## src/pkg/gpc_pkg.sv

```systemverilog
// package: sub-register selector codes, reset values and widths of the pin configuration block
package gpc_pkg;

    // port width, one bit per pin
    localparam int GPC_PINS = 8;
    localparam int GPC_DW = 8;

    // address selector codes
    localparam logic [7:0] GPC_SEL_NONE = 8'h00;
    localparam logic [7:0] GPC_SEL_HIGH_DRIVE = 8'h04;
    localparam logic [7:0] GPC_SEL_WAKE_SRC = 8'h05;
    localparam logic [7:0] GPC_SEL_PULLUP = 8'h06;
    localparam logic [7:0] GPC_SEL_ALT_LOW = 8'h07;
    localparam logic [7:0] GPC_SEL_ALT_HIGH = 8'h08;

    // reset values
    localparam logic [7:0] GPC_RST_SELECTOR = 8'h00;
    localparam logic [7:0] GPC_RST_HIGH_DRIVE = 8'h00;
    localparam logic [7:0] GPC_RST_WAKE_SRC = 8'h00;
    localparam logic [7:0] GPC_RST_PULLUP = 8'h00;
    localparam logic [7:0] GPC_RST_ALT_WIDE = 8'h00;
    localparam logic [7:0] GPC_RST_ALT_SMALL_PORT_A = 8'h04;
    localparam logic [7:0] GPC_READ_UNMAPPED = 8'h00;

    // alternate function select code while the pin is not handed over
    localparam logic [1:0] GPC_ALT_IDLE = 2'h0;

    // edges after reset release until both synchroniser stages and the edge flop hold the pin
    localparam logic [1:0] GPC_SYNC_FILL = 2'h3;

endpackage : gpc_pkg

```

## src/pkg/gpc_wake_if.sv

```systemverilog
// interface: wake source enables in, recovery hits out, between core and edge detector
`timescale 1ns/1ps
interface gpc_wake_if;
    logic [7:0] wake_src;
    logic stop_mode;
    logic wake_hit;

    modport core (output wake_src, output stop_mode, input wake_hit);
    modport det (input wake_src, input stop_mode, output wake_hit);
endinterface : gpc_wake_if

```

## src/core/gpc_port_cfg.sv

```systemverilog
// pin configuration sub-registers of one port, reached through selector and window
//
// Contract
// - selector 04H routes window reads and writes to the high drive register.
// - high drive bit 1 gives high current, 0 gives standard current.
// - high drive acts on the pin, also while an alternate function owns it.
// - selector 05H routes window accesses to the stop-mode wake source register.
// - in stop, any edge on an enabled wake pin starts recovery; others never. Here edges are ignored until the synchroniser chain has filled after reset.
// - selector 06H routes window accesses to the pull-up enable register.
// - pull-up bit 1 switches the weak pull-up on, 0 switches it off.
// - selector 07H routes window accesses to alternate select low register.
// - selector 08H routes window accesses to alternate select high register.
// - select bits act on a pin only when its alternate enable bit is set.
// - select registers reset to 00H, or 04H on port A of the small package.
// - selector 00H and 09H to FFH map nothing; window writes are dropped.
// - low and high select bits of a pin together choose one of four functions.
// - with alternate enable set, the chosen function owns the pin.
`timescale 1ns/1ps
module gpc_port_cfg #(
    parameter bit SMALL_PORT_A = 1'b0
) (
    // clock and reset
    input wire logic clk_i,
    input wire logic arst_n_i,
    // address selector access
    input wire logic sel_wr_i,
    input wire logic [gpc_pkg::GPC_DW-1:0] sel_wdata_i,
    output logic [gpc_pkg::GPC_DW-1:0] sel_rdata_o,
    // control window access
    input wire logic win_wr_i,
    input wire logic [gpc_pkg::GPC_DW-1:0] win_wdata_i,
    output logic [gpc_pkg::GPC_DW-1:0] win_rdata_o,
    // neighbouring port logic
    input wire logic [gpc_pkg::GPC_PINS-1:0] alt_function_enable_bit_i,
    input wire logic stop_mode_i,
    // pins
    input wire logic [gpc_pkg::GPC_PINS-1:0] pin_i,
    output logic [gpc_pkg::GPC_PINS-1:0] high_drive_o,
    output logic [gpc_pkg::GPC_PINS-1:0] pullup_en_o,
    output logic [gpc_pkg::GPC_PINS-1:0] alt_active_o,
    output logic [2*gpc_pkg::GPC_PINS-1:0] alt_sel_o,
    output logic stop_recover_o
);
    import gpc_pkg::*;

    localparam logic [7:0] ALT_RST = SMALL_PORT_A ? GPC_RST_ALT_SMALL_PORT_A : GPC_RST_ALT_WIDE;

    // register file
    logic [7:0] selector_r;
    logic [7:0] selector_nxt;
    logic [7:0] pin_high_drive_enable_r;
    logic [7:0] pin_high_drive_enable_nxt;
    logic [7:0] stop_wake_source_enable_r;
    logic [7:0] stop_wake_source_enable_nxt;
    logic [7:0] pin_pullup_enable_r;
    logic [7:0] pin_pullup_enable_nxt;
    logic [7:0] alt_func_select_low_r;
    logic [7:0] alt_func_select_low_nxt;
    logic [7:0] alt_func_select_high_r;
    logic [7:0] alt_func_select_high_nxt;

    // outputs
    logic [7:0] win_rdata_r;
    logic [7:0] win_rdata_nxt;
    logic [7:0] alt_active_r;
    logic [7:0] alt_active_nxt;
    logic [15:0] alt_sel_r;
    logic [15:0] alt_sel_nxt;
    logic stop_recover_r;
    logic stop_recover_nxt;

    // decode of the selector that was in place before this cycle's write
    logic hit_hde;
    logic hit_wake;
    logic hit_pue;
    logic hit_low;
    logic hit_high;

    gpc_wake_if wk ();

    gpc_wake_detect u_wake (
        .clk_i(clk_i),
        .arst_n_i(arst_n_i),
        .pin_i(pin_i),
        .wk(wk)
    );

    assign wk.wake_src = stop_wake_source_enable_r;
    assign wk.stop_mode = stop_mode_i;

    always_comb begin
        hit_hde = (selector_r == GPC_SEL_HIGH_DRIVE);
        hit_wake = (selector_r == GPC_SEL_WAKE_SRC);
        hit_pue = (selector_r == GPC_SEL_PULLUP);
        hit_low = (selector_r == GPC_SEL_ALT_LOW);
        hit_high = (selector_r == GPC_SEL_ALT_HIGH);
    end

    // register writes; a window write in the same cycle as a selector write uses the old selector
    always_comb begin
        selector_nxt = sel_wr_i ? sel_wdata_i : selector_r;
        pin_high_drive_enable_nxt = pin_high_drive_enable_r;
        stop_wake_source_enable_nxt = stop_wake_source_enable_r;
        pin_pullup_enable_nxt = pin_pullup_enable_r;
        alt_func_select_low_nxt = alt_func_select_low_r;
        alt_func_select_high_nxt = alt_func_select_high_r;
        // unmapped selectors fall through and store nothing
        if (win_wr_i) begin
            if (hit_hde) begin
                pin_high_drive_enable_nxt = win_wdata_i;
            end
            if (hit_wake) begin
                stop_wake_source_enable_nxt = win_wdata_i;
            end
            if (hit_pue) begin
                pin_pullup_enable_nxt = win_wdata_i;
            end
            if (hit_low) begin
                alt_func_select_low_nxt = win_wdata_i;
            end
            if (hit_high) begin
                alt_func_select_high_nxt = win_wdata_i;
            end
        end
    end

    always_ff @(posedge clk_i or negedge arst_n_i) begin
        if (!arst_n_i) begin
            selector_r <= GPC_RST_SELECTOR;
            pin_high_drive_enable_r <= GPC_RST_HIGH_DRIVE;
            stop_wake_source_enable_r <= GPC_RST_WAKE_SRC;
            pin_pullup_enable_r <= GPC_RST_PULLUP;
            alt_func_select_low_r <= ALT_RST;
            alt_func_select_high_r <= ALT_RST;
        end else begin
            selector_r <= selector_nxt;
            pin_high_drive_enable_r <= pin_high_drive_enable_nxt;
            stop_wake_source_enable_r <= stop_wake_source_enable_nxt;
            pin_pullup_enable_r <= pin_pullup_enable_nxt;
            alt_func_select_low_r <= alt_func_select_low_nxt;
            alt_func_select_high_r <= alt_func_select_high_nxt;
        end
    end

    // window read data follows the selected register one cycle later;
    // codes 01H-03H belong to other port logic and read as zero here
    always_comb begin
        win_rdata_nxt = GPC_READ_UNMAPPED;
        if (hit_hde) begin
            win_rdata_nxt = pin_high_drive_enable_r;
        end else if (hit_wake) begin
            win_rdata_nxt = stop_wake_source_enable_r;
        end else if (hit_pue) begin
            win_rdata_nxt = pin_pullup_enable_r;
        end else if (hit_low) begin
            win_rdata_nxt = alt_func_select_low_r;
        end else if (hit_high) begin
            win_rdata_nxt = alt_func_select_high_r;
        end
    end

    // per pin alternate function choice, gated by its enable
    genvar gi;
    generate
        for (gi = 0; gi < GPC_PINS; gi++) begin : g_pin
            always_comb begin
                alt_active_nxt[gi] = alt_function_enable_bit_i[gi];
                if (alt_function_enable_bit_i[gi]) begin
                    alt_sel_nxt[2*gi+:2] = {alt_func_select_high_r[gi],
                                            alt_func_select_low_r[gi]};
                end else begin
                    alt_sel_nxt[2*gi+:2] = GPC_ALT_IDLE;
                end
            end

            chk_alt_gate_idle: assert property (@(posedge clk_i) disable iff (!arst_n_i)
                !alt_active_o[gi] |-> alt_sel_o[2*gi+:2] == GPC_ALT_IDLE)
                else $error("alternate select leaks onto a disabled pin");

            chk_alt_pair_code: assert property (@(posedge clk_i) disable iff (!arst_n_i)
                ##1 alt_active_o[gi] |-> alt_sel_o[2*gi+:2] ==
                    {$past(alt_func_select_high_r[gi]), $past(alt_func_select_low_r[gi])})
                else $error("alternate select code does not match select bits");
        end
    endgenerate

    // a hit is registered so the recovery request leaves from a flop
    always_comb begin
        stop_recover_nxt = wk.wake_hit;
    end

    always_ff @(posedge clk_i or negedge arst_n_i) begin
        if (!arst_n_i) begin
            win_rdata_r <= GPC_READ_UNMAPPED;
            alt_active_r <= 8'h00;
            alt_sel_r <= 16'h0000;
            stop_recover_r <= 1'b0;
        end else begin
            win_rdata_r <= win_rdata_nxt;
            alt_active_r <= alt_active_nxt;
            alt_sel_r <= alt_sel_nxt;
            stop_recover_r <= stop_recover_nxt;
        end
    end

    // drive and pull-up come straight from their registers, not through the alternate path,
    // so they keep acting while an alternate function owns the pin
    assign high_drive_o = pin_high_drive_enable_r;
    assign pullup_en_o = pin_pullup_enable_r;
    assign sel_rdata_o = selector_r;
    assign win_rdata_o = win_rdata_r;
    assign alt_active_o = alt_active_r;
    assign alt_sel_o = alt_sel_r;
    assign stop_recover_o = stop_recover_r;

    // helper: low only in the first cycle after reset release
    logic seen_clk_r;
    always_ff @(posedge clk_i or negedge arst_n_i) begin
        if (!arst_n_i) begin
            seen_clk_r <= 1'b0;
        end else begin
            seen_clk_r <= 1'b1;
        end
    end

    chk_hde_write: assert property (@(posedge clk_i) disable iff (!arst_n_i)
        win_wr_i && selector_r == GPC_SEL_HIGH_DRIVE |=>
            pin_high_drive_enable_r == $past(win_wdata_i))
        else $error("high drive register missed a window write");

    chk_drive_pin_level: assert property (@(posedge clk_i) disable iff (!arst_n_i)
        win_wr_i && selector_r == GPC_SEL_HIGH_DRIVE |=> high_drive_o == $past(win_wdata_i))
        else $error("high drive pins do not follow the written bits");

    chk_drive_ignores_alt: assert property (@(posedge clk_i) disable iff (!arst_n_i)
        !win_wr_i && $changed(alt_function_enable_bit_i) |=> $stable(high_drive_o))
        else $error("high drive changed with alternate enable");

    chk_wake_write: assert property (@(posedge clk_i) disable iff (!arst_n_i)
        win_wr_i && selector_r == GPC_SEL_WAKE_SRC |=>
            stop_wake_source_enable_r == $past(win_wdata_i))
        else $error("wake source register missed a window write");

    chk_wake_only_stop: assert property (@(posedge clk_i) disable iff (!arst_n_i)
        stop_recover_o |-> $past(stop_mode_i) && $past(stop_wake_source_enable_r) != 8'h00)
        else $error("recovery raised outside stop or with no source");

    chk_pullup_write: assert property (@(posedge clk_i) disable iff (!arst_n_i)
        win_wr_i && selector_r == GPC_SEL_PULLUP |=> pullup_en_o == $past(win_wdata_i))
        else $error("pull-up enables do not follow the written bits");

    chk_alt_low_write: assert property (@(posedge clk_i) disable iff (!arst_n_i)
        win_wr_i && selector_r == GPC_SEL_ALT_LOW |=>
            alt_func_select_low_r == $past(win_wdata_i))
        else $error("select low register missed a window write");

    chk_alt_high_write: assert property (@(posedge clk_i) disable iff (!arst_n_i)
        win_wr_i && selector_r == GPC_SEL_ALT_HIGH |=>
            alt_func_select_high_r == $past(win_wdata_i))
        else $error("select high register missed a window write");

    chk_alt_reset_value: assert property (@(posedge clk_i) disable iff (!arst_n_i)
        !seen_clk_r |-> alt_func_select_low_r == ALT_RST && alt_func_select_high_r == ALT_RST
            && pin_high_drive_enable_r == 8'h00 && pin_pullup_enable_r == 8'h00)
        else $error("select or drive register left reset with a wrong value");

    chk_unmapped_write: assert property (@(posedge clk_i) disable iff (!arst_n_i)
        win_wr_i && (selector_r == GPC_SEL_NONE || selector_r > GPC_SEL_ALT_HIGH) |=>
            $stable(pin_high_drive_enable_r) && $stable(stop_wake_source_enable_r)
            && $stable(pin_pullup_enable_r) && $stable(alt_func_select_low_r)
            && $stable(alt_func_select_high_r))
        else $error("write through an unmapped selector changed a register");

    chk_alt_active_follow: assert property (@(posedge clk_i) disable iff (!arst_n_i)
        ##1 alt_active_o == $past(alt_function_enable_bit_i))
        else $error("alternate ownership does not follow its enable");

    chk_read_select: assert property (@(posedge clk_i) disable iff (!arst_n_i)
        selector_r == GPC_SEL_PULLUP |=> win_rdata_o == $past(pin_pullup_enable_r))
        else $error("window read did not return the selected register");

    chk_read_unmapped: assert property (@(posedge clk_i) disable iff (!arst_n_i)
        selector_r > GPC_SEL_ALT_HIGH |=> win_rdata_o == GPC_READ_UNMAPPED)
        else $error("unmapped selector read returned data");

    chk_read_none: assert property (@(posedge clk_i) disable iff (!arst_n_i)
        selector_r == GPC_SEL_NONE |=> win_rdata_o == GPC_READ_UNMAPPED)
        else $error("empty selector read returned data");

    chk_read_drive: assert property (@(posedge clk_i) disable iff (!arst_n_i)
        selector_r == GPC_SEL_HIGH_DRIVE |=> win_rdata_o == $past(pin_high_drive_enable_r))
        else $error("window read did not return the high drive register");

    chk_read_wake: assert property (@(posedge clk_i) disable iff (!arst_n_i)
        selector_r == GPC_SEL_WAKE_SRC |=> win_rdata_o == $past(stop_wake_source_enable_r))
        else $error("window read did not return the wake source register");

    chk_read_alt_low: assert property (@(posedge clk_i) disable iff (!arst_n_i)
        selector_r == GPC_SEL_ALT_LOW |=> win_rdata_o == $past(alt_func_select_low_r))
        else $error("window read did not return the select low register");

    chk_read_alt_high: assert property (@(posedge clk_i) disable iff (!arst_n_i)
        selector_r == GPC_SEL_ALT_HIGH |=> win_rdata_o == $past(alt_func_select_high_r))
        else $error("window read did not return the select high register");

endmodule : gpc_port_cfg

```

## src/core/gpc_wake_detect.sv

```systemverilog
// pin synchroniser and any-edge detector for stop-mode recovery
`timescale 1ns/1ps
module gpc_wake_detect (
    // clock and reset
    input wire logic clk_i,
    input wire logic arst_n_i,
    // raw pins
    input wire logic [7:0] pin_i,
    // core side
    gpc_wake_if.det wk
);
    import gpc_pkg::*;

    logic [7:0] meta_r;
    logic [7:0] meta_nxt;
    logic [7:0] sync_r;
    logic [7:0] sync_nxt;
    logic [7:0] prev_r;
    logic [7:0] prev_nxt;
    logic [1:0] fill_r;
    logic [1:0] fill_nxt;

    // first stage is read only by the second stage
    always_comb begin
        meta_nxt = pin_i;
        sync_nxt = meta_r;
        prev_nxt = sync_r;
        fill_nxt = (fill_r == GPC_SYNC_FILL) ? fill_r : fill_r + 2'h1;
    end

    always_ff @(posedge clk_i or negedge arst_n_i) begin
        if (!arst_n_i) begin
            meta_r <= 8'h00;
            sync_r <= 8'h00;
            prev_r <= 8'h00;
            fill_r <= 2'h0;
        end else begin
            meta_r <= meta_nxt;
            sync_r <= sync_nxt;
            prev_r <= prev_nxt;
            fill_r <= fill_nxt;
        end
    end

    // rising or falling, only on enabled pins, only in stop
    // flops reset low, so a pin idling high would look like an edge until the chain has filled
    assign wk.wake_hit = (fill_r == GPC_SYNC_FILL) & wk.stop_mode
                         & (|((sync_r ^ prev_r) & wk.wake_src));

    chk_wake_needs_edge: assert property (@(posedge clk_i) disable iff (!arst_n_i)
        wk.wake_hit |-> (sync_r != prev_r) && wk.stop_mode)
        else $error("wake hit without an edge in stop");

endmodule : gpc_wake_detect

```

## config.mk

```make
export PLATFORM = sky130hd
export DESIGN_NAME = gpc_port_cfg
export DESIGN_NICKNAME = d
export VERILOG_FILES = /design/src/pkg/gpc_pkg.sv /design/src/pkg/gpc_wake_if.sv /design/src/core/gpc_port_cfg.sv /design/src/core/gpc_wake_detect.sv
export SDC_FILE = /design/constraint.sdc
export NUM_CORES = 1
export LEC_CHECK = 0
export BUFFER_PORTS_ARGS = -buffer_cell sky130_fd_sc_hd__buf_2
export CAP_MARGIN = 15
export CELL_PAD_IN_SITES_DETAIL_PLACEMENT = 0
export CELL_PAD_IN_SITES_GLOBAL_PLACEMENT = 1
export CORE_ASPECT_RATIO = 1.75
export CORE_MARGIN = 5
export CORE_UTILIZATION = 24
export CTS_CLUSTER_DIAMETER = 100
export DETAILED_ROUTE_END_ITERATION = 12
export GPL_TIMING_DRIVEN = 0
export PLACE_DENSITY_LB_ADDON = 0.3
export SLEW_MARGIN = 20
export SYNTH_ARGS = -nofsm -noshare
export SYNTH_HDL_FRONTEND = slang
export SYNTH_SLANG_ARGS = --single-unit
```

## constraint.sdc

```tcl
create_clock -name clk_i -period 2 [get_ports clk_i]
set_input_delay 0.4 -clock clk_i [delete_from_list [all_inputs] [get_ports clk_i]]
set_output_delay 0.4 -clock clk_i [all_outputs]
set_load 0.05 [all_outputs]
```

# Yosys cells after proc, flatten, opt, wreduce, memory -nomap -nowiden
# Index checks and enable logic that the tools add are counted.
[totals]
rom_bits = 0
n_memories = 0
mem_bits_rw = 0
ff_bits = 107
latchBits = 0
in_bits = 37
[op_classes]
n_eq_ne = 6
bitwise_logic = 4
order_cmp = 0
n_addsub = 1
n_reduce_logical = 6
shift = 0
div = 0
mul = 0
mux = 13
[ops]
columns = ["op", "count"]
rows = [
  ["2-to-1 mux 8 bit", 5],
  ["== test 8 x 3 -> 1 bit (second input constant)", 4],
  ["2-to-1 mux 2 bit", 8],
  ["AND reduction 2 bit", 5],
  ["bitwise AND 8 bit", 1],
  ["== test 8 x 4 -> 1 bit (second input constant)", 1],
  ["OR reduction 8 bit", 1],
  ["XOR 8 bit", 1],
  ["adder 2 x 1 -> 2 bit (second input constant)", 1],
  ["bitwise AND 1 bit", 2],
  ["== test 2 bit (second input constant)", 1],
]

# Depth between registers and ports, before layout
# Gate-level depths: netlist of run 1.
[depth]
ltp_word = 6
mapped_depth = 6

# Cells and area by module
# From an unflattened synthesis of run 1, not the netlist that was laid out.
[hier_totals]
hier_cells = 246
hier_area_um2 = 3980.1
[by_module_without_submodules]
columns = ["mod", "cells_each", "area_per_inst_um2", "n_inst", "seq_area_each_um2"]
rows = [
  ["gpc_port_cfg", 203, 3184.3, 1, 2026.9],
  ["gpc_wake_detect", 43, 795.8, 1, 650.6],
]

# Least setup slack after synthesis of run 1
# No wires, ideal clock.
[synth_timing]
kind = "flip-flop to flip-flop"
start = "reg selector_r[5], in the netlist sel_rdata_o[5]"
end = "reg pin_high_drive_enable_r[0], in the netlist high_drive_o[0]"
synth_period_minus_slack_ns = 2.321
stages_incl_launch_ff = 7
setup_slack_ns = -0.321
arrival_ns = 2.196
cell_sequence = "dfrtp_1 -> or4_1 -> buf_4 -> nor3_4 -> and3_1 -> buf_6 -> mux2_2"
[synth_via]
elab_chain_cells = 2
[synth_rtl]
columns = ["item", "line", "text"]
rows = [
  ["from (decl)", "gpc_port_cfg.sv:49", "logic [7:0] selector_r;"],
  ["from (signal assigned)", "gpc_port_cfg.sv:136", "selector_r <= selector_nxt;"],
  ["== test 8 x 3 -> 1 bit", "gpc_port_cfg.sv:92", "hit_hde = (selector_r == GPC_SEL_HIGH_DRIVE);"],
  ["AND reduction 2 bit (no line)", "-", ""],
  ["to (signal assigned)", "gpc_port_cfg.sv:137", "pin_high_drive_enable_r <= pin_high_drive_enable_nxt;"],
  ["to (decl)", "gpc_port_cfg.sv:51", "logic [7:0] pin_high_drive_enable_r;"],
]
# Every way passes these cells.
# A chain may end at the register's enable or synchronous reset.

# Final worst setup path of run 1
[layout_timing]
start = "reg selector_r[5], in the netlist sel_rdata_o[5]"
end = "reg alt_func_select_high_r[7]"
[layout_via]
elab_chain_cells = 2
[layout_rtl]
columns = ["item", "line", "text"]
rows = [
  ["== test 8 x 4 -> 1 bit", "gpc_port_cfg.sv:96", "hit_high = (selector_r == GPC_SEL_ALT_HIGH);"],
  ["AND reduction 2 bit (no line)", "-", ""],
  ["to (signal assigned)", "gpc_port_cfg.sv:141", "alt_func_select_high_r <= alt_func_select_high_nxt;"],
  ["to (decl)", "gpc_port_cfg.sv:59", "logic [7:0] alt_func_select_high_r;"],
]
# Every way passes these cells.

==> tab_implementation.tex, run 1 <==
\begin{tabular}{lr}
\hline
Metric & Value \\
\hline
\multicolumn{2}{l}{\textbf{Critical path}} \\
Required @ worst endpoint & roughly 2200 ps \\
Category of the worst setup path launch point & flip-flop \\
Cell depth of the worst flop-to-flop path & 5 \\
Class of the most critical setup path & reg2reg \\
RR Startpoint & sel\_rdata\_o[5] \\
Max FO, Critical Path & 8 \\
Critical Path End Type & flip-flop \\
Setup slack on the worst flop-to-flop path & -10 ps \\
Endpoint arrival time on the critical path & 2240 ps \\
Worst flop-to-flop path endpoint & alt\_func\_select\_high\_r[7] \\
\multicolumn{2}{l}{\textbf{Yosys}} \\
Synth Warn \# & 0 \\
Number of flip-flops and latches in the synthesized netlist & between 100 and 150 \\
Cell type with the highest aggregate area in the netlist & sky130\_fd\_sc\_hd\_\_dfrtp\_1 \\
Share of Yosys cell area claimed by the top area cell type & between 60\% and 70\% \\
Count of distinct cell types in the synthesized netlist & 36 \\
Multiplexer share of the synthesized area & between 10\% and 20\% \\
Area share of fa/ha/maj cells after synthesis & less than 1\% \\
Post-Synthesis Net Count & 293 \\
Post-synthesis area per instance & about 15 µm² \\
Gate Count Post-Synth & roughly 260 \\
Compound-gate portion of the synthesized area & 4.28\% \\
Leading cell types by total area after synthesis & sky130\_fd\_sc\_hd\_\_dfrtp\_1, sky130\_fd\_sc\_hd\_\_mux2\_2, sky130\_fd\_sc\_hd\_\_mux2i\_1 \\
Proportion of synthesized chip area in sequential cells & around 68\% \\
Area fraction in and, or, nand and nor cells after synthesis & $\sim$6.6\% \\
Xor-xnor portion of the synthesized cell area & around 2.0\% \\
Count of flip-flops with a built-in enable after synthesis & 0 \\
Asr flop ratio synth & between 90\% and 100\% \\
Prevailing post-synth register cell & sky130\_fd\_sc\_hd\_\_dfrtp\_1 \\
Cell area after technology mapping & about 3900 µm² \\
Main combinational cell family by area after synthesis & multiplexers \\
\multicolumn{2}{l}{\textbf{CTS}} \\
Clock-pin slew on the worst setup and hold paths & 70 ps \\
Root buffer selected by CTS & sky130\_fd\_sc\_hd\_\_clkbuf\_16 \\
CTS sink cnt & about 110 \\
Maximum level of the CTS H-tree & 3 \\
TritonCTS clock tree & built \\
Longest Clk Path Bufs & 2 \\
Clock latency reported for the late side of the worst-skew pair & about 340 ps \\
CTS buffer count & 9 \\
Number of hold-repair buffers added at the cts stage & 0 \\
\multicolumn{2}{l}{\textbf{Timing}} \\
Setup skew after layout & between 5 and 6 ps \\
Time the final worst path needs with I/O delays and setup & 2010 ps \\
Final cycle utilization of the critical path & 101\% \\
Maximum achievable frequency & 0.497 GHz \\
Number of setup violations in the final report & 6 \\
Number of endpoints with negative hold slack in the final report & 0 \\
Number of pins with negative max-slew slack in the final report & 0 \\
Slack of the critical path & -11.4 ps \\
Headroom to the max-slew limit & 62.9\% \\
RSZ-0062 raised after global routing & true \\
Slew of the pin with the lowest slew margin & 556 ps \\
\multicolumn{2}{l}{\textbf{Route}} \\
Drt via density & about 4.3 \\
Number of remaining DRC errors & 0 \\
Routed length per placed instance & around 16 µm \\
Final Routed Wirelength & roughly 9.2 mm \\
Violation count after the first detailed-routing iteration & just under 60 \\
Vias & 2390 \\
DRT antenna net count & 0 \\
Initial DRT Pass Iterations & 4 \\
\multicolumn{2}{l}{\textbf{GRT}} \\
Global-route total usage across every layer & under 10\% \\
Grt ovf & 0 \\
Maximum number of pins on one net before global-route repair & a little under 60 \\
Initial antenna violation count & 1 \\
Vias in the first global route & around 2700 \\
Wire length of the first global-routing pass & between 10 and 15 mm \\
\multicolumn{2}{l}{\textbf{Worst hold path}} \\
Class of the worst hold path & in2async \\
\multicolumn{2}{l}{\textbf{Floorplan}} \\
Die boundary width & 107 µm \\
Area of the core region & roughly 16000 µm² \\
Chip height & $\sim$180 µm \\
Die ar. & around 19000 µm² \\
I/O pins & 94 \\
Standard-cell rows & 62 \\
Starting utilization of the core area & about 24\% \\
\multicolumn{2}{l}{\textbf{Flow run}} \\
Max Cap Violations & 0 \\
\multicolumn{2}{l}{\textbf{Cells and area}} \\
Layout cells sized above 1 & 49.3\% \\
Final core utilization & about a third \\
Total of fill cells in the finished design & around 1600 \\
Most used cells in the layout excluding fill and tap cells & sky130\_fd\_sc\_hd\_\_dfrtp\_1, sky130\_fd\_sc\_hd\_\_buf\_2, sky130\_fd\_sc\_hd\_\_mux2\_4 \\
Finished Layout Cells & $\sim$560 \\
Nets@finish & around 400 \\
Leading cell type in the layout, fill and taps excluded & sky130\_fd\_sc\_hd\_\_dfrtp\_1 \\
Area growth from synthesis to layout & 31.5\% \\
\multicolumn{2}{l}{\textbf{Power and ir drop}} \\
Pwr dens & between 900 and 1000 nW/µm² \\
Worst voltage drop across the vdd grid & approximately 0.36 mV \\
Static power due to leakage & $\sim$2.6 nW \\
\multicolumn{2}{l}{\textbf{Placement}} \\
Post-DP HPWL & 6.90 mm \\
Weighted congestion reported at the end of routability-driven placement & a little over 0.8 \\
Count of input and output buffers & slightly above 90 \\
Placed instance count & 540 \\
\multicolumn{2}{l}{\textbf{Outcome}} \\
Violations in the final reports & negative setup slack \\
Result of the run & complete, but fails checks \\
\hline
\end{tabular}
[where the power goes]
group	internal [mW]	leakage [nW]	total [mW]	switching [mW]
Sequential	2.32	1.37	2.42	0.103
Combinational	0.264	1.05	0.784	0.520
Clock	1.00	0.145	1.77	0.768
Total	3.59	2.56	4.98	1.39
[metal layers]
| metal | wire length [µm] | part of all wire, % | vias up | global-route usage [%] |
|---|---|---|---|---|
| met1 | 3380 | 37 | 1203 | 10.5 |
| li1 | - | - | 1114 | - |
| met5 | 0 | 0 | - | 0 |
| met3 | 486 | 5.3 | 12 | 3.12 |
| met4 | 249 | 2.7 | 0 | 4.81 |
| met2 | 5060 | 55 | 61 | 17.6 |
[kinds of logic after synthesis]
group / Yosys count
adder cells (fa/ha/maj): 1
AND/OR/NAND/NOR: 39
XOR/XNOR: 9
flip-flops: 107
AO/OA/AOI/OAI: 25
multiplexers: 62
buffers and inverters: 12
[flip-flops by register name, indices dropped and copies added (netlist names)]
register / cells
alt_active_o: 8
alt_func_select_high_r: 8
alt_func_select_low_r: 8
alt_sel_o: 16
high_drive_o: 8
pullup_en_o: 8
sel_rdata_o: 8
stop_recover_o: 1
stop_wake_source_enable_r: 8
u_wake.fill_r: 2
u_wake.meta_r: 8
u_wake.prev_nxt: 8
u_wake.prev_r: 8
win_rdata_o: 8
[timing repair]
| action | in CTS | in global routing |
|---|---|---|
| setup endpoints to repair | 48 | 41 |
| buffers inserted | 6 | 1 |
| gates cloned | 0 | 0 |
| pin swaps | 6 | 4 |
| endpoints found under the hold margin | 0 | 0 |
| resized for setup | 13 | 6 |
[stage by stage]
step	setup TNS [ps]	setup WS (ps)	instance area (µm²)	hold slack, ps	total power [mW]
6_report	-31.0	-11.4	5190	5.66	4.98
5_1_grt	-633	-39.5	5190	49.1	5.22
4_1_cts	-652	-75.6	5170	28.9	5.07
3_5_place_dp	-15230	-577	4770	335	3.24
3_3_place_gp	-77140	-791	4740	337	3.22
2_1_floorplan	-6810	-238	4040	104	2.97
[synthesized netlist by cell type (2+ instances only)]
master and n:
sky130_fd_sc_hd__a22oi_1 11, sky130_fd_sc_hd__and2_1 16, sky130_fd_sc_hd__buf_4 3, sky130_fd_sc_hd__dfrtp_1 107, sky130_fd_sc_hd__inv_1 3, sky130_fd_sc_hd__nand2_1 9, sky130_fd_sc_hd__clkbuf_1 4, sky130_fd_sc_hd__mux2i_1 14
sky130_fd_sc_hd__xor2_1 8, sky130_fd_sc_hd__and4_1 2, sky130_fd_sc_hd__a21oi_1 7, sky130_fd_sc_hd__mux2_2 47
[final cells by class]
class / instances / area, µm² / share of cell area [%]
Clock buffer: 10 / 239 / 4.61
Antenna cell: 1 / 2.50 / 0.0482
Sequential cell: 107 / 2680 / 51.7
Inverter: 3 / 11.3 / 0.217
Tap cell: 192 / 240 / 4.63
Buffer: 7 / 43.8 / 0.844
Clock inverter: 6 / 63.8 / 1.23
Multi-Input combinational cell: 136 / 1350 / 26.0
Timing Repair Buffer: 100 / 559 / 10.8
[how the worst max path moves through the flow]
stage / start / to / slack, ps / cells past startpoint
final: sel_rdata_o[5] / alt_func_select_high_r[7] / -10 / 5
after global routing: sel_rdata_o[5] / high_drive_o[0] / -40 / 4
after CTS: sel_rdata_o[7] / high_drive_o[6] / -80 / 5
after detailed placement: sel_rdata_o[5] / win_rdata_o[5] / -580 / 5
after global placement: arst_n_i / sel_rdata_o[7] / -790 / 1
after floorplan: sel_rdata_o[5] / high_drive_o[0] / -240 / 6
[critical path: stages (launching register included)]
cell and delay, ps:
sky130_fd_sc_hd__dfrtp_2 410, sky130_fd_sc_hd__or4_4 610, sky130_fd_sc_hd__buf_4 180, sky130_fd_sc_hd__nor4_4 180, sky130_fd_sc_hd__buf_12 180, sky130_fd_sc_hd__mux2_2 330
Power figures use the tool's default switching activity.
==> run 2, diff against run 1 <==
--- a/config.mk
+++ b/config.mk
@@ -16,6 +16,7 @@
 export DETAILED_ROUTE_END_ITERATION = 12
 export GPL_TIMING_DRIVEN = 0
 export PLACE_DENSITY_LB_ADDON = 0.3
+export SETUP_SLACK_MARGIN = 0.02
 export SLEW_MARGIN = 20
 export SYNTH_ARGS = -nofsm -noshare
 export SYNTH_HDL_FRONTEND = slang
==> tab_implementation.tex, run 2 (same netlist as run 1, synthesis figures left out) <==
\begin{tabular}{lr}
\hline
Metric & Value \\
\hline
\multicolumn{2}{l}{\textbf{Outcome}} \\
Result of the run & complete, but fails checks \\
Violations in the final reports & negative setup slack \\
\multicolumn{2}{l}{\textbf{Power and ir drop}} \\
Static power due to leakage & 2.58 nW (+0.69\%) \\
Worst voltage drop across the vdd grid & 0.365 mV (about the same) \\
Pwr dens & 953 nW/µm² (-0.71\%) \\
\multicolumn{2}{l}{\textbf{CTS}} \\
Clock latency reported for the late side of the worst-skew pair & 340 ps (about the same) \\
Longest Clk Path Bufs & 2 (unchanged) \\
Number of hold-repair buffers added at the cts stage & 0 (unchanged) \\
Maximum level of the CTS H-tree & 3 (unchanged) \\
Clock-pin slew on the worst setup and hold paths & 70 ps (about the same) \\
TritonCTS clock tree & built \\
Root buffer selected by CTS & sky130\_fd\_sc\_hd\_\_clkbuf\_16 \\
CTS buffer count & 9 (unchanged) \\
CTS sink cnt & 107 (unchanged) \\
\multicolumn{2}{l}{\textbf{Critical path}} \\
Category of the worst setup path launch point & flip-flop \\
Class of the most critical setup path & reg2reg \\
Cell depth of the worst flop-to-flop path & 5 (unchanged) \\
Setup slack on the worst flop-to-flop path & -9 ps (about the same) \\
Endpoint arrival time on the critical path & 2230 ps (about the same) \\
Required @ worst endpoint & 2220 ps (about the same) \\
Critical Path End Type & flip-flop \\
RR Startpoint & sel\_rdata\_o[5] \\
Worst flop-to-flop path endpoint & alt\_func\_select\_low\_r[7] \\
Max FO, Critical Path & 8 (unchanged) \\
\multicolumn{2}{l}{\textbf{Placement}} \\
Post-placement cell area & 4770 µm² (unchanged) \\
Weighted congestion reported at the end of routability-driven placement & 0.829 (unchanged) \\
Count of input and output buffers & 92 (unchanged) \\
Post-DP HPWL & 6.90 mm (unchanged) \\
\multicolumn{2}{l}{\textbf{GRT}} \\
Wire length of the first global-routing pass & 14.6 mm (unchanged) \\
Maximum number of pins on one net before global-route repair & 59 (unchanged) \\
Vias in the first global route & 2686 (-0.26\%) \\
Global-route total usage across every layer & 9.94\% (unchanged) \\
Grt ovf & 0 (unchanged) \\
Initial antenna violation count & 1 (unchanged) \\
\multicolumn{2}{l}{\textbf{Route}} \\
Vias & 2414 (+1.0\%) \\
Routed length per placed instance & 16.3 µm (-0.24\%) \\
Violation count after the first detailed-routing iteration & 54 (-6.9\%) \\
Number of remaining DRC errors & 0 (unchanged) \\
Drt via density & 4.28 (+0.65\%) \\
Final Routed Wirelength & 9.19 mm (+0.12\%) \\
DRT antenna net count & 0 (unchanged) \\
Initial DRT Pass Iterations & 4 (unchanged) \\
\multicolumn{2}{l}{\textbf{Floorplan}} \\
Die boundary width & 107 µm (unchanged) \\
Die ar. & 19200 µm² (unchanged) \\
Standard-cell rows & 62 (unchanged) \\
Chip height & 180 µm (unchanged) \\
I/O pins & 94 (unchanged) \\
Starting utilization of the core area & 24.2\% (unchanged) \\
Area of the core region & 16300 µm² (unchanged) \\
\multicolumn{2}{l}{\textbf{Cells and area}} \\
Final std cell area, no fill & 5230 µm² (+0.75\%) \\
Final core utilization & 32.1\% (+0.24 points) \\
Area growth from synthesis to layout & 32.5\% \\
Nets@finish & 404 (+0.50\%) \\
Most used cells in the layout excluding fill and tap cells & sky130\_fd\_sc\_hd\_\_dfrtp\_1, sky130\_fd\_sc\_hd\_\_buf\_2, sky130\_fd\_sc\_hd\_\_mux2\_4 \\
Number of flip-flops under the largest register name & 16 (unchanged) \\
Total of fill cells in the finished design & 1645 (-0.18\%) \\
Layout cells sized above 1 & 49.6\% (+0.27 points) \\
Leading cell type in the layout, fill and taps excluded & sky130\_fd\_sc\_hd\_\_dfrtp\_1 \\
\multicolumn{2}{l}{\textbf{Timing}} \\
Number of setup violations in the final report & 8 (+2) \\
Setup skew after layout & 6.56 ps (+1.23 ps) \\
Maximum achievable frequency & 0.498 GHz (+0.11\%) \\
Final cycle utilization of the critical path & 100\% (-0.11 points) \\
Number of endpoints with negative hold slack in the final report & 0 (unchanged) \\
Sum Neg Setup Slack & -37.5 ps (-6.48 ps) \\
Time the final worst path needs with I/O delays and setup & 2010 ps (-2.15 ps) \\
Slew of the pin with the lowest slew margin & 556 ps (-0.456 ps) \\
Headroom to the max-slew limit & 63.0\% (about the same) \\
Number of pins with negative max-slew slack in the final report & 0 (unchanged) \\
RSZ-0062 raised after global routing & true \\
Slack of the critical path & -9.23 ps (+2.15 ps) \\
\multicolumn{2}{l}{\textbf{Worst hold path}} \\
Class of the worst hold path & in2async \\
\multicolumn{2}{l}{\textbf{Flow run}} \\
Max Cap Violations & 0 (unchanged) \\
\hline
\end{tabular}
run 2: changes by cell type in the layout (fill, tap and decap cells not counted), sizes merged:
cell / previous run / this run
buf: 103 / 105
run 2: metrics by stage:
| step | power (mW) | setup slack (ps) | hold WS [ps] | instances |
|---|---|---|---|---|
| floorplan | 2.97 | -238 | 104 | 255 |
| global placement | 3.22 | -791 | 337 | 539 |
| detailed placement | 3.24 | -577 | 335 | 540 |
| CTS | 5.07 | -48.5 | 28.9 | 562 |
| global route | 5.22 | -39.2 | 49.1 | 564 |
| finish | 4.98 | -9.23 | 6.66 | 564 |
run 2: how the worst max path moves through the flow:
stage                               from                   endpoint  slack [ps]  cells past startpoint
after floorplan           sel_rdata_o[5]            high_drive_o[0]        -240                      6
after global placement          arst_n_i             sel_rdata_o[7]        -790                      1
after detailed placement  sel_rdata_o[5]             win_rdata_o[5]        -580                      5
after CTS                 sel_rdata_o[7]            high_drive_o[6]         -50                      5
after global routing      sel_rdata_o[5]  alt_func_select_high_r[7]         -40                      5
final                     sel_rdata_o[5]   alt_func_select_low_r[7]          -9                      5
run 2: critical path, cell delays in order, from the launching register on:
cell and delay, ps:
sky130_fd_sc_hd__dfrtp_2 410, sky130_fd_sc_hd__or4_4 610, sky130_fd_sc_hd__nor2_4 140, sky130_fd_sc_hd__and4_1 230
sky130_fd_sc_hd__buf_6 180, sky130_fd_sc_hd__mux2_4 310
run 2: final cells by class:
cell class                 instances  area, µm²  share of cell area [%]
inverter                           3       11.3                   0.215
multi-input combinational        136       1360                    26.0
antenna                            1       2.50                  0.0479
clock inverter                     6       63.8                    1.22
timing repair buffer             101        567                    10.8
buffer                             8       63.8                    1.22
clock buffer                      10        239                    4.57
tap                              192        240                    4.60
sequential                       107       2680                    51.3
run 2: layer usage:
metal,part of all wire (%),up-vias,global-route usage (%)
li1,-,1115,-
met2,55,62,17.6
met1,37,1225,10.5
met5,0,-,0
met3,5.2,12,3.12
met4,2.7,0,4.81
run 2: repair_timing:
| action | CTS | global route |
|---|---|---|
| endpoints found under the setup margin | 48 | 41 |
| gates resized for setup | 15 | 7 |
| setup buffers | 7 | 1 |
| pin swaps | 5 | 5 |
run 2: where the power goes:
group	switching, mW	internal, mW
Clock	0.767	1.00
Combinational	0.522	0.265
Sequential	0.103	2.32
